## src/core/adc_seq_pkg.sv

```systemverilog
// Package with register map, field layouts and timing constants for the converter sequencer.
package adc_seq_pkg;

    // =====================================
    // Register byte addresses on APB.
    localparam logic [7:0] ADDR_MAIN_CTRL = 8'h00;
    localparam logic [7:0] ADDR_REF_PIN_CTRL = 8'h04;
    localparam logic [7:0] ADDR_TIMING_CTRL = 8'h08;
    localparam logic [7:0] ADDR_RESULT_HIGH = 8'h0c;
    localparam logic [7:0] ADDR_RESULT_LOW = 8'h10;
    localparam logic [7:0] ADDR_FLAG_CTRL = 8'h14;

    // =====================================
    // Field positions.
    localparam int MAIN_ENABLE_BIT = 0;
    localparam int MAIN_BUSY_BIT = 1;
    localparam int TIMING_JUSTIFY_BIT = 7;
    localparam int FLAG_DONE_BIT = 0;
    localparam int FLAG_IRQ_EN_BIT = 1;
    localparam logic [7:0] MAIN_WMASK = 8'h3f;
    localparam logic [7:0] REF_PIN_WMASK = 8'h3f;
    localparam logic [7:0] TIMING_WMASK = 8'hbf;
    localparam logic [7:0] CTRL_RESET = 8'h00;
    localparam logic [1:0] REF_BOTH_EXTERNAL = 2'h3;

    // =====================================
    // Timing constants.
    localparam int CONV_PERIODS = 13;
    localparam int GAP_PERIODS = 2;
    localparam int CLK_FREQ_MHZ = 100;
    // Instruction cycle time in ns and its count in clocks.
    localparam int TCY_NS = 40;
    localparam int TCY_CYCLES = (TCY_NS * CLK_FREQ_MHZ + 999) / 1000;
    // Internal RC half period in system clocks (stand-in for the RC oscillator).
    localparam int RC_HALF_CYCLES = 125;
    localparam int RESULT_BITS = 12;

    typedef enum {ST_IDLE, ST_DELAY, ST_ACQ, ST_CONV, ST_GAP} seq_state_e;

    // Analog-side controls grouped together.
    typedef struct packed {
        logic [3:0] channel;
        logic sample_connect;
        logic ref_pos_external;
        logic ref_neg_external;
        logic [15:0] analog_mode;
    } analog_ctrl_s;

endpackage

```

## src/core/sar_engine.sv

```systemverilog
// Successive-approximation register engine stepped by conversion clock ticks.
`timescale 1ns/100ps
module sar_engine
    import adc_seq_pkg::*;
(
    input wire logic pclk, // System clock.
    input wire logic presetn, // Asynchronous reset, active low.
    input wire logic start, // Load trial pattern for a new conversion.
    input wire logic step, // One bit decision per pulse.
    input wire logic comp_high, // Comparator: sample at or above the trial value.
    output logic [11:0] trial, // Current trial value to the DAC.
    output logic [11:0] code // Accumulated code.
);

    logic [11:0] bit_mask; // Bit currently under test.

    // =====================================
    // Bit-by-bit decision.
    // twelve bit search
    always_ff @(posedge pclk or negedge presetn) begin
        if (!presetn) begin
            bit_mask <= 12'h000;
            code <= 12'h000;
        end else if (start) begin
            bit_mask <= 12'h800;
            code <= 12'h000;
        end else if (step && bit_mask != 12'h000) begin
            // Keep the bit when the sample is at or above the trial level.
            if (comp_high) begin
                code <= code | bit_mask;
            end
            bit_mask <= bit_mask >> 1;
        end
    end

    // Trial value is the code so far plus the bit under test.
    assign trial = code | bit_mask;

endmodule

```

## src/core/sar_adc_sequencer.sv

```systemverilog
// Top of the converter sequencer: APB registers, clock select, acquisition and conversion control.
`timescale 1ns/100ps
module sar_adc_sequencer
    import adc_seq_pkg::*;
(
    input wire logic pclk, // System clock, 100 MHz.
    input wire logic presetn, // Device reset, asynchronous, active low.
    input wire logic por_n, // Power-on or brown-out reset, active low.
    input wire logic psel, // APB select.
    input wire logic penable, // APB access phase.
    input wire logic pwrite, // APB direction.
    input wire logic [7:0] paddr, // APB byte address.
    input wire logic [31:0] pwdata, // APB write data.
    input wire logic [3:0] pstrb, // APB byte strobes.
    output logic [31:0] prdata, // APB read data.
    output logic pready, // APB ready.
    output logic pslverr, // APB error on unmapped address.
    input wire logic sleep_mode, // Device sleeping: system divider stopped.
    input wire logic comp_high, // Comparator output from the analog array.
    output logic [11:0] dac_trial, // Trial value to the capacitor DAC.
    output analog_ctrl_s analog_ctrl, // Channel, switch and reference controls.
    output logic conv_irq // Done flag gated by its enable.
);

    // =====================================
    // Registers.
    logic [7:0] main_ctrl; // Channel, busy, enable.
    logic [7:0] ref_pin_ctrl; // Reference and pin configuration.
    logic [7:0] timing_ctrl; // Justify, acquisition, clock select.
    logic [7:0] result_high; // Result high byte.
    logic [7:0] result_low; // Result low byte.
    logic done_flag; // Conversion done, sticky.
    logic irq_enable; // Interrupt enable.
    seq_state_e state; // Sequencer state.
    logic [4:0] tick_count; // Conversion-clock periods in current phase.
    logic [6:0] div_count; // Divider counter.
    logic [7:0] rc_count; // Internal RC oscillator stand-in.
    logic [2:0] delay_count; // Instruction-cycle delay before RC start.
    logic tick; // One conversion-clock period elapsed.
    logic wr_en; // APB write strobe.
    logic sar_start; // Load the SAR engine.
    logic [11:0] sar_code; // SAR result.
    logic done_event; // Conversion just completed.
    logic busy_set; // Software start request.
    logic busy_clear_sw; // Software abort.

    // =====================================
    // Decoding functions.
    // acquisition periods
    function automatic logic [4:0] acq_periods(input logic [2:0] sel);
        case (sel)
            3'h0: acq_periods = 5'd0;
            3'h1: acq_periods = 5'd2;
            3'h2: acq_periods = 5'd4;
            3'h3: acq_periods = 5'd6;
            3'h4: acq_periods = 5'd8;
            3'h5: acq_periods = 5'd12;
            3'h6: acq_periods = 5'd16;
            default: acq_periods = 5'd20;
        endcase
    endfunction

    function automatic logic [6:0] div_ratio(input logic [2:0] sel);
        case (sel)
            3'h0: div_ratio = 7'd2;
            3'h1: div_ratio = 7'd8;
            3'h2: div_ratio = 7'd32;
            3'h4: div_ratio = 7'd4;
            3'h5: div_ratio = 7'd16;
            3'h6: div_ratio = 7'd64;
            default: div_ratio = 7'd0;
        endcase
    endfunction

    function automatic logic is_rc(input logic [2:0] sel);
        is_rc = (sel[1:0] == 2'h3);
    endfunction

    // =====================================
    // APB slave: zero wait states, error on unmapped address.
    assign pready = 1'b1;
    assign wr_en = psel && penable && pwrite && pstrb[0];

    always_comb begin
        prdata = 32'h0000_0000;
        pslverr = 1'b0;
        if (paddr == ADDR_MAIN_CTRL) begin
            prdata[7:0] = main_ctrl;
        end else if (paddr == ADDR_REF_PIN_CTRL) begin
            prdata[7:0] = ref_pin_ctrl;
        end else if (paddr == ADDR_TIMING_CTRL) begin
            prdata[7:0] = timing_ctrl & TIMING_WMASK;
        end else if (paddr == ADDR_RESULT_HIGH) begin
            prdata[7:0] = result_high;
        end else if (paddr == ADDR_RESULT_LOW) begin
            prdata[7:0] = result_low;
        end else if (paddr == ADDR_FLAG_CTRL) begin
            prdata[FLAG_DONE_BIT] = done_flag;
            prdata[FLAG_IRQ_EN_BIT] = irq_enable;
        end else begin
            pslverr = psel && penable;
        end
    end

    // Start and abort requests decoded from a write to the main register.
    // start needs enable
    assign busy_set = wr_en && paddr == ADDR_MAIN_CTRL && pwdata[MAIN_BUSY_BIT] && pwdata[MAIN_ENABLE_BIT]
                      && !main_ctrl[MAIN_BUSY_BIT];
    assign busy_clear_sw = wr_en && paddr == ADDR_MAIN_CTRL && !pwdata[MAIN_BUSY_BIT];

    // =====================================
    // Main control register; hardware completion clears the busy bit.
    // reset clears controls
    always_ff @(posedge pclk or negedge presetn) begin
        if (!presetn) begin
            main_ctrl <= CTRL_RESET;
        end else if (wr_en && paddr == ADDR_MAIN_CTRL) begin
            // A write that clears the enable bit cannot leave the busy bit set; a completion in this cycle still clears it.
            main_ctrl <= pwdata[7:0] & MAIN_WMASK & {6'h3f, busy_set || (main_ctrl[MAIN_BUSY_BIT] && !done_event), 1'b1};
            if (!pwdata[MAIN_ENABLE_BIT]) begin
                main_ctrl[MAIN_BUSY_BIT] <= 1'b0;
            end
        end else if (done_event) begin
            main_ctrl[MAIN_BUSY_BIT] <= 1'b0;
        end
    end

    // Configuration registers.
    always_ff @(posedge pclk or negedge presetn) begin
        if (!presetn) begin
            ref_pin_ctrl <= CTRL_RESET;
            timing_ctrl <= CTRL_RESET;
            irq_enable <= 1'b0;
        end else if (wr_en) begin
            if (paddr == ADDR_REF_PIN_CTRL) begin
                ref_pin_ctrl <= pwdata[7:0] & REF_PIN_WMASK;
            end else if (paddr == ADDR_TIMING_CTRL) begin
                timing_ctrl <= pwdata[7:0] & TIMING_WMASK;
            end else if (paddr == ADDR_FLAG_CTRL) begin
                irq_enable <= pwdata[FLAG_IRQ_EN_BIT];
            end
        end
    end

    // Done flag: a completion in the clearing cycle wins over the clear.
    always_ff @(posedge pclk or negedge presetn) begin
        if (!presetn) begin
            done_flag <= 1'b0;
        end else if (done_event) begin
            done_flag <= 1'b1;
        end else if (wr_en && paddr == ADDR_FLAG_CTRL && !pwdata[FLAG_DONE_BIT]) begin
            done_flag <= 1'b0;
        end
    end

    assign conv_irq = done_flag && irq_enable;

    // =====================================
    // Result pair is reset only by power-on, so device resets keep it.
    // survives device reset
    always_ff @(posedge pclk or negedge por_n) begin
        if (!por_n) begin
            result_high <= 8'h00;
            result_low <= 8'h00;
        end else if (done_event) begin
            if (timing_ctrl[TIMING_JUSTIFY_BIT]) begin
                result_high <= {4'h0, sar_code[11:8]};
                result_low <= sar_code[7:0];
            end else begin
                result_high <= sar_code[11:4];
                result_low <= {sar_code[3:0], 4'h0};
            end
        end else if (wr_en && paddr == ADDR_RESULT_HIGH) begin
            result_high <= pwdata[7:0];
        end else if (wr_en && paddr == ADDR_RESULT_LOW) begin
            result_low <= pwdata[7:0];
        end
    end

    // =====================================
    // Conversion clock: divider from system clock, or free-running RC stand-in.
    // The divider stops in sleep; only the RC path keeps ticking there.
    // RC runs in sleep
    always_ff @(posedge pclk or negedge presetn) begin
        if (!presetn) begin
            div_count <= 7'd0;
            rc_count <= 8'd0;
        end else begin
            if (state == ST_IDLE || state == ST_DELAY || tick) begin
                div_count <= 7'd0;
            end else if (!sleep_mode) begin
                div_count <= div_count + 7'd1;
            end
            if (state == ST_IDLE || state == ST_DELAY || tick) begin
                rc_count <= 8'd0;
            end else begin
                rc_count <= rc_count + 8'd1;
            end
        end
    end

    assign tick = is_rc(timing_ctrl[2:0]) ? (rc_count == 8'(2 * RC_HALF_CYCLES - 1))
                  : (!sleep_mode && div_count == div_ratio(timing_ctrl[2:0]) - 7'd1);

    // =====================================
    // Sequencer.
    always_ff @(posedge pclk or negedge presetn) begin
        if (!presetn) begin
            state <= ST_IDLE;
            tick_count <= 5'd0;
            delay_count <= 3'd0;
        end else if (!main_ctrl[MAIN_ENABLE_BIT] || busy_clear_sw) begin
            // abort, result kept
            // A software abort in the gap restarts it; clearing the enable bit returns straight to idle without the pause.
            state <= ((state == ST_CONV || state == ST_GAP) && main_ctrl[MAIN_ENABLE_BIT]) ? ST_GAP : ST_IDLE;
            tick_count <= 5'd0;
        end else begin
            case (state)
                ST_IDLE: begin
                    // A start taken during the gap waits in the busy bit and is served here.
                    if (busy_set || main_ctrl[MAIN_BUSY_BIT]) begin
                        tick_count <= 5'd0;
                        delay_count <= 3'd0;
                        if (is_rc(timing_ctrl[2:0])) begin
                            state <= ST_DELAY;
                        end else if (acq_periods(timing_ctrl[5:3]) == 5'd0) begin
                            state <= ST_CONV;
                        end else begin
                            state <= ST_ACQ;
                        end
                    end
                end
                ST_DELAY: begin
                    delay_count <= delay_count + 3'd1;
                    if (delay_count == 3'(TCY_CYCLES - 1)) begin
                        state <= (acq_periods(timing_ctrl[5:3]) == 5'd0) ? ST_CONV : ST_ACQ;
                    end
                end
                ST_ACQ: begin
                    if (tick) begin
                        tick_count <= tick_count + 5'd1;
                        if (tick_count == acq_periods(timing_ctrl[5:3]) - 5'd1) begin
                            state <= ST_CONV;
                            tick_count <= 5'd0;
                        end
                    end
                end
                ST_CONV: begin
                    if (tick) begin
                        tick_count <= tick_count + 5'd1;
                        if (tick_count == 5'(CONV_PERIODS - 1)) begin
                            state <= ST_GAP;
                            tick_count <= 5'd0;
                        end
                    end
                end
                default: begin
                    if (tick) begin
                        tick_count <= tick_count + 5'd1;
                        if (tick_count == 5'(GAP_PERIODS - 1)) begin
                            state <= ST_IDLE;
                            tick_count <= 5'd0;
                        end
                    end
                end
            endcase
        end
    end

    assign done_event = state == ST_CONV && tick && tick_count == 5'(CONV_PERIODS - 1)
                        && main_ctrl[MAIN_ENABLE_BIT] && !busy_clear_sw;
    assign sar_start = state != ST_CONV;

    sar_engine u_sar (
        .pclk(pclk),
        .presetn(presetn),
        .start(sar_start),
        .step(state == ST_CONV && tick),
        .comp_high(comp_high),
        .trial(dac_trial),
        .code(sar_code)
    );

    // =====================================
    // Analog controls; sampling resumes whenever enabled and not converting.
    always_comb begin
        analog_ctrl.channel = main_ctrl[5:2];
        analog_ctrl.sample_connect = main_ctrl[MAIN_ENABLE_BIT] && state != ST_CONV;
        analog_ctrl.ref_pos_external = ref_pin_ctrl[4];
        analog_ctrl.ref_neg_external = ref_pin_ctrl[5];
        // pin configuration
        // Code zero keeps every pin analog; any other code n leaves the top n+1 pins digital.
        for (int i = 0; i < 16; i++) begin
            analog_ctrl.analog_mode[i] = (ref_pin_ctrl[3:0] == 4'h0)
                                         || (5'(i) + {1'b0, ref_pin_ctrl[3:0]} < 5'h0f);
        end
    end

endmodule

```

## config.mk

```make
export PLATFORM = sky130hd
export DESIGN_NAME = sar_adc_sequencer
export DESIGN_NICKNAME = d
export VERILOG_FILES = /design/src/core/adc_seq_pkg.sv /design/src/core/sar_engine.sv /design/src/core/sar_adc_sequencer.sv
export SDC_FILE = /design/constraint.sdc
export NUM_CORES = 1
export LEC_CHECK = 0
export ABC_AREA = 1
export CAP_MARGIN = 20
export CORE_MARGIN = 4
export CORE_UTILIZATION = 55
export CTS_BUF_LIST = sky130_fd_sc_hd__clkbuf_4
export CTS_CLUSTER_SIZE = 28
export DETAILED_ROUTE_END_ITERATION = 6
export DONT_BUFFER_PORTS = 1
export PLACE_DENSITY_LB_ADDON = 0.25
export SYNTH_ARGS = -nofsm -noshare
export SYNTH_HDL_FRONTEND = slang
export SYNTH_SLANG_ARGS = --single-unit
```

## constraint.sdc

```tcl
create_clock -name pclk -period 2 [get_ports pclk]
set_input_delay 0.1 -clock pclk [delete_from_list [all_inputs] [get_ports pclk]]
set_output_delay 0.1 -clock pclk [all_outputs]
set_load 0.01 [all_outputs]
```

# Yosys cells after proc, flatten, opt, wreduce, memory -nomap -nowiden
# Index checks and enable logic that the tools add are counted.
# W data, S select, Z words.
# totals
ff_bits,118
wordCells,246
inputBits,52
output_inout_bits,70
# classes
magnitude_cmp,16
reduce_logical,78
mux,71
add_sub_neg,21
n_eq_ne,40
bitwise,5
# op_table
cell,count
$mux W32,9
$pmux W32 S4,1
$eq A32 B2 Y1 const B,3
$mux W8,12
$mux W5,18
$lt A5 B4 Y1 const B,15
$logic_not A32 Y1,2
$mux W12,5
$pmux W7 S6,1
$add A4 B4 Y5 const A,8
$pmux W5 S7,1
$eq A32 B1 Y1 const B,1
$eq A32 B3 Y1 const B,1
$eq A32 B4 Y1 const B,1
$ne A32 B3 Y1 const B,1
$logic_and A1 B1 Y1,22
$logic_or A1 B1 Y1,22
$add A3 B4 Y5 const A,4
$pmux W5 S4,1
$eq A3 B3 Y1 const B,6
$ne A3 B3 Y1 const B,6
$eq A8 B4 Y1 const B,2
$eq A8 B5 Y1 const B,2
$mux W1,14
other kinds (43),73

# Depth between registers and ports, before layout
# Gate-level depths: netlist (run 1).
# depth
depth_word,17
depth_mapped,17
mapped_depth_nobuf,17

# Hierarchy
# A second synthesis (run 1) with hierarchy kept.
# unflattened
cells_unflattened,844
area_unflattened_um2,6047.0
# modules_own_cells
mod,n_inst,area_each_um2,cells_per_inst
sar_adc_sequencer,1,4858.4,692
sar_engine,1,1188.6,152

# Worst setup path before layout (run 1)
# OpenSTA, ideal clock, no wires.
# synth_path
path_kind,register to output
startpoint,reg ref_pin_ctrl[2]
endpoint,out analog_ctrl[10] (netlist name)
arrival_time_ps,1739
slack_ps,161
path_buffers,2
stages_incl_launch_ff,7
path_cell_list,dfrtp_1 -> clkbuf_1 -> inv_1 -> ha_1 -> nand2_1 -> clkbuf_1 -> o21ai_0
# synth_rtl
item,line_no,rtl
"start, declared",sar_adc_sequencer.sv:28,logic [7:0] ref_pin_ctrl;
"start signal, assigned",sar_adc_sequencer.sv:136,ref_pin_ctrl <= pwdata[7:0] & REF_PIN_WMASK;
"end, declared",sar_adc_sequencer.sv:21,"output analog_ctrl_s analog_ctrl,"

==> run metrics, run 1 <==
leakage power=around 3.1 nW; CP endpoint=analog_ctrl[1]; initial antenna violation count=0; fin crit share=0.985; synthesis-to-layout area growth=9.70%; Yosys top cell by area=dfrtp_1; Stages on worst setup path=5; f_max=0.507 GHz; die area=between 0.01 and 0.015 sq mm; total power=around 2.8 mW; post-DR vias/cell=5.45; I/O pin cnt=approximately 120; vias in the first global route=a little under 5000; top cell type's share of synthesized area=0.384; Reg2Reg Depth=13; sequential area share after synthesis=0.384; Max VDD drop=~0.36 mV; synth unique cells=39; Worst Slack Setup Final=~0.029 ns; Syn Area/Cell=around 7 sq um; TritonRoute pass-1 iters=5; Sink Count=between 80 and 90; CP peak stage delay=roughly 0.42 ns; WL final=13900 um; Worst path slowest cell=dfrtp_1; reg-to-reg slack, setup=0.05 ns; first-pass GRT wire length=between 20000 and 25000 um; worst-path maximum fanout=8; Top FF cell, synth=dfrtp_1; Setup CP Type=reg2out; layout cell share with drive strength beyond 1=0.140; core area=around 0.0099 sq mm; maximum root-to-sink buffer count=2; H-tree depth=3; fin area=between 0.006 and 0.007 sq mm; Final ANT Viol Nets=0; Global Route Usage Sum=0.231; Chip Height=approximately 110 um; WL/cell=~15 um; run status=completed; die width=~110 um; CTS buffer count=9; max-cap violations=0; Slew headroom=0.506; synthesized area=around 0.0057 sq mm; R2R Path Start=timing_ctrl[5]$_DFFE_PN0P_; Hold Fails Final Rpt=0; clk slew on worst S/H paths=0.14 ns; placed cell areas=0.00578 sq mm; largest net degree at the start of global routing=72; Clock Latency Late Sink=roughly 0.43 ns; total gr overflow=0; synth warn=0; arrival time worst endpoint=~1.9 ns; final HPWL from detailed placement=approximately 10000 um; Buffers on Ports=0; Area contributors post-synth=dfrtp_1 38%, nand2_1 14%, inv_1 6.8%; pre-CTS setup slack=-0.0447 ns; Iteration-0 DRC Markers=525; starting density of the core=0.573; RSZ-0062 raised after global routing=yes; Worst-Margin Slew=between 0.7 and 0.8 ns; Rows=36; Post-synth ARST share=1.00; Placer Congestion=roughly 0.85; Post-Syn Instances=slightly below 800; # diodes=0; vias=around 5200; Final min period=a little under 2 ns; clock tree from TritonCTS=yes; most frequent cells in the layout=209 x nand2_1, 98 x inv_1, 82 x dfrtp_1; crit path from=ref_pin_ctrl[1]$_DFFE_PN0P_; HP Class=in2reg; commonest non-fill, non-tap cell in the layout=nand2_1; synthesized flop and latch total=between 80 and 90; Final nets=slightly below 900; Post-Route Utilization=0.628; CP startpoint kind=flop; drt drc=0; worst path bufs/invs=1; Pwr Density=447 mW/mm^2; Post-synth EDFFs=0; clock root cell=clkbuf_4; CP cell instances=buf_4, ha_1, xnor2_2, nor2_1, a32oi_2; Req. time, crit path=about 1.9 ns; Hold WS=between 0.02 and 0.025 ns; Setup-failing EPs final=0; Fin Clk Skew=0.0181 ns; Top delay family on crit path=flip-flops; R2R Path End=state[0]$_DFFE_PN0P_; Setup crit end kind=output port; fin. max-slew vios=0
cells by family after synthesis:
| family | synth area share |
|---|---|
| simple gates | 0.317 |
| buf+inv | 0.136 |
| compound gates | 0.0979 |
| flops | 0.384 |
| fa+ha+maj | 0.0441 |
| xor+xnor | 0.0185 |
| other cells | 0.00132 |
| mux | 0.00198 |
power by group:
part	switching, mW	internal [mW]
clock network	0.585	0.253
logic	0.121	0.0502
registers	0.00731	1.77
total	0.713	2.07
worst min path at each step:
stage,start,to,depth (start not counted)
floorplan,presetn,delay_count[0]$_DFFE_PN0P_,0
global route,paddr[4],irq_enable$_DFFE_PN0P_,4
finish,paddr[3],irq_enable$_DFFE_PN0P_,5
global placement,por_n,result_low[7]$_DFFE_PN0P_,0
detailed placement,por_n,result_low[7]$_DFFE_PN0P_,0
CTS,paddr[3],irq_enable$_DFFE_PN0P_,5
final cells by class:
| cell class | count | area [sq um] |
|---|---|---|
| multi-input combinational | 562 | 2950 |
| timing repair buffer | 46 | 399 |
| sequential | 87 | 2180 |
| clock inverter | 4 | 25.0 |
| clock buffer | 10 | 75.1 |
| inverter | 113 | 425 |
| fill | 901 | 3680 |
| tap | 133 | 166 |
state kept, by name (all words and copies together) (netlist names), 5 cells and up:
signal and flops:
tick_count 5, rc_count 8, timing_ctrl 7, result_high 8
main_ctrl 6, result_low 8, u_sar.code 12, ref_pin_ctrl 6
div_count 7, u_sar.bit_mask 12
timing repair:
action / 4_1_cts / 5_1_grt
buffers inserted: 0 / 7
hold endpoints to repair: 139 / 0
cloned: 0 / 1
pin swaps: 0 / 7
gates resized for setup: 13 / 25
setup endpoints to repair: 21 / 58
hold buffers: 13 / 0
metal layers:
layer | track usage | wire [um] | vias to the layer above
li1 | - | - | 2549
met5 | 0 | 0 | -
met4 | 0.0614 | 170 | 0
met1 | 0.312 | 5970 | 2422
met2 | 0.386 | 6830 | 216
met3 | 0.0388 | 945 | 16
worst min-delay path, stage by stage:
cell and delay [ns]:
nor2_1 0.02, nand2_1 0.06, nor2_1 0.08, nand2_1 0.09, o21ai_0 0.07
synth_stat cells, types with 5 or more instances:
master and instances:
a21oi_1 28, o21ai_1 5, buf_2 7, o211ai_1 9
inv_2 9, or2_2 12, clkbuf_1 14, nand2_1 212
nand4_1 24, ha_1 20, nor3_1 10, nand3_1 68
dfrtp_1 87, xor2_1 10, o21ai_0 45, inv_1 103
nor2_1 52, buf_4 31, nand2_2 5
stage by stage:
step,setup TNS [ns],cells
CTS,0,947
global route,-0.279,955
detailed placement,-0.116,920
global placement,0,920
floorplan,0,816
finish,0,955
(Power assumes the default switching activity.)
==> run 2: changes to the inputs <==
--- a/config.mk
+++ b/config.mk
@@ -5,7 +5,6 @@
 export SDC_FILE = /design/constraint.sdc
 export NUM_CORES = 1
 export LEC_CHECK = 0
-export ABC_AREA = 1
 export CAP_MARGIN = 20
 export CORE_MARGIN = 4
 export CORE_UTILIZATION = 55
==> run metrics, run 2 <==
synth warn=0; Pwr Density=between 700 and 800 mW/mm^2; Setup CP Type=reg2reg; drt drc=0; Final nets=717; WL final=15300 um; Largest regs=u_sar.bit_mask x12, u_sar.code x12; synth cell count leaders=87 x dfrtp_1, 50 x nand2_1, 45 x nor2_1, 35 x mux2i_1, 32 x buf_4; Reg2Reg Depth=8; maximum root-to-sink buffer count=2; Post-synth ARST share=1.00; die area=between 0.01 and 0.015 sq mm; die width=about 110 um; vias in the first global route=approximately 4600; Clock Latency Late Sink=roughly 0.44 ns; Final ANT Viol Nets=0; Area contributors post-synth=dfrtp_1 39%, mux2i_1 6.3%, ha_1 4.5%; Global Route Usage Sum=0.257; Rows=36; clk slew on worst S/H paths=about 0.15 ns; Placer Congestion=0.909; Iteration-0 DRC Markers=between 500 and 600; final HPWL from detailed placement=~10000 um; Max VDD drop=between 0.5 and 0.6 mV; starting density of the core=0.566; WL/cell=between 15 and 20 um; sequential area share after synthesis=0.394; clock root cell=clkbuf_4; Chip Height=between 100 and 150 um; Buffers on Ports=0; Yosys top cell by area=dfrtp_1; Hold WS=approximately 0.018 ns; Slew headroom=0.489; gr busiest metal=met2; Top FF cell, synth=dfrtp_1; M2 GR Usage=0.408; RSZ-0062 raised after global routing=yes; HP Class=in2reg; top cell type's share of synthesized area=0.394; core area=a little under 0.01 sq mm; max-cap violations=0; synthesized flop and latch total=a little under 90; synthesis-to-layout area growth=22.3%; Post-Route Utilization=0.692; Setup-failing EPs final=50; Final min period=between 2 and 2.5 ns; worst-path maximum fanout=5; Worst Slack Setup Final=-0.363 ns; Worst-Margin Slew=0.764 ns; vias=4799; H-tree depth=3; run status=complete, but fails checks; synthesized area=~0.0055 sq mm; I/O pin cnt=between 100 and 150; Sink Count=87; fin. max-slew vios=0; post-DR vias/cell=6.13; largest net degree at the start of global routing=72; leakage power=between 3 and 4 nW; Post-synth EDFFs=0; # diodes=0; met1 Usage GRT=0.352; synth unique cells=70; count leader, synth=dfrtp_1; initial antenna violation count=0; CP startpoint kind=flop; Req. time, crit path=~2.4 ns; pre-CTS setup slack=-0.339 ns; Fin Clk Skew=around 0.014 ns; most frequent cells in the layout=85 x dfrtp_1, 63 x buf_4, 48 x nand2_1; total gr overflow=0; met3 Resource Use GR=0.0603; first-pass GRT wire length=roughly 24000 um; Hold Fails Final Rpt=0; clock tree from TritonCTS=yes; fin crit share=1.18; worst hold path depth=3; f_max=about 0.42 GHz; arrival time worst endpoint=~2.8 ns; Syn Area/Cell=approximately 9.5 sq um; TritonRoute pass-1 iters=6; layout cell share with drive strength beyond 1=0.268; commonest non-fill, non-tap cell in the layout=dfrtp_1; Setup crit end kind=flop; CTS buffer count=9; violated checks=negative setup slack; Post-Syn Instances=just under 600
-- run 2: cell types whose count changed in the layout (fill, tap and decap cells not counted), sizes merged, moves of 12 or more --
| cell | before | now |
|---|---|---|
| a32o | 0 | 13 |
| nand2 | 217 | 50 |
| nor2 | 59 | 45 |
| nand3 | 72 | 25 |
| nand4 | 24 | 6 |
| inv | 112 | 20 |
| buf | 34 | 79 |
| a21oi | 28 | 16 |
| mux2 | 1 | 21 |
| o21ai | 50 | 32 |
| mux2i | 0 | 35 |
-- run 2: cells by family (layout without fill, tap and decap cells) --
logic type                 after synthesis  after routing  synth area share
AOI/OAI and AO/OA                      118            118             0.158
xor gates and xnor gates                18             18            0.0285
adders and majority gates               20             20            0.0453
buffers and inverters                   79            125            0.0772
DFF                                     87             87             0.394
muxes                                   57             57             0.110
other                                    2             25           0.00136
and+or+nand+nor                        200            200             0.186
-- run 2: final timing paths --
check                                           startpoint                    endpoint  slack (ns)
worst max register to register  timing_ctrl[5]$_DFFE_PN0P_        state[0]$_DFFE_PN0P_       -0.36
worst max-delay path            timing_ctrl[5]$_DFFE_PN0P_        state[0]$_DFFE_PN0P_       -0.36
max in group asynchronous                            por_n  result_high[6]$_DFFE_PN0P_        1.36
worst min register to register  delay_count[2]$_DFFE_PN0P_  delay_count[2]$_DFFE_PN0P_        0.50
min in group asynchronous                            por_n   result_low[6]$_DFFE_PN0P_        0.15
worst min-delay path                             pwdata[1]        state[0]$_DFFE_PN0P_        0.02
-- run 2: power breakdown --
part | leakage, nW | internal, mW | switching (mW)
logic | 1.74 | 0.876 | 1.04
registers | 1.18 | 1.92 | 0.177
clock network | 0.102 | 0.649 | 0.657
total | 3.02 | 3.45 | 1.88
-- run 2: through the flow --
step                      instances  TNS [ns]  cell area, sq um  total power, mW
after global routing            783    -11.14              6760             5.65
after floorplan                 604    -0.847              5710             3.17
after CTS                       779     -5.59              6610             5.19
after detailed placement        740     -5.41              5990             3.71
final                           783     -6.36              6760             5.32
after global placement          740     -2.02              5990             3.64
-- run 2: layer usage --
| layer | wire [um] | up-vias |
|---|---|---|
| li1 | - | 2179 |
| met1 | 6470 | 2366 |
| met2 | 7210 | 233 |
| met3 | 1330 | 21 |
| met4 | 258 | 0 |
| met5 | 0 | - |
-- run 2: area by class of cell --
| class | instances | area [sq um] |
|---|---|---|
| Fill cell | 734 | 3010 |
| Clock buffer | 9 | 67.6 |
| Inverter | 17 | 68.8 |
| Tap cell | 133 | 166 |
| Multi-Input combinational cell | 438 | 3310 |
| Timing Repair Buffer | 92 | 850 |
| Clock inverter | 7 | 125 |
| Sequential cell | 87 | 2180 |
-- run 2: timing repair --
action                     CTS  global route
buffers inserted             5             5
gates resized for setup     41            38
cloned                       4             0
setup endpoints to repair   61            61
hold endpoints to repair   140             0
hold buffers                14             0
pin swaps                    8            42
-- run 2: worst max-delay path, stage by stage, from the launching register on --
cell       delay (ns)
dfrtp_1          0.45
mux2i_1          0.27
ha_2             0.23
xnor2_2          0.15
a31oi_2          0.08
a2111oi_4        0.40
a311oi_1         0.16
or4_1            0.44
a21oi_2          0.14
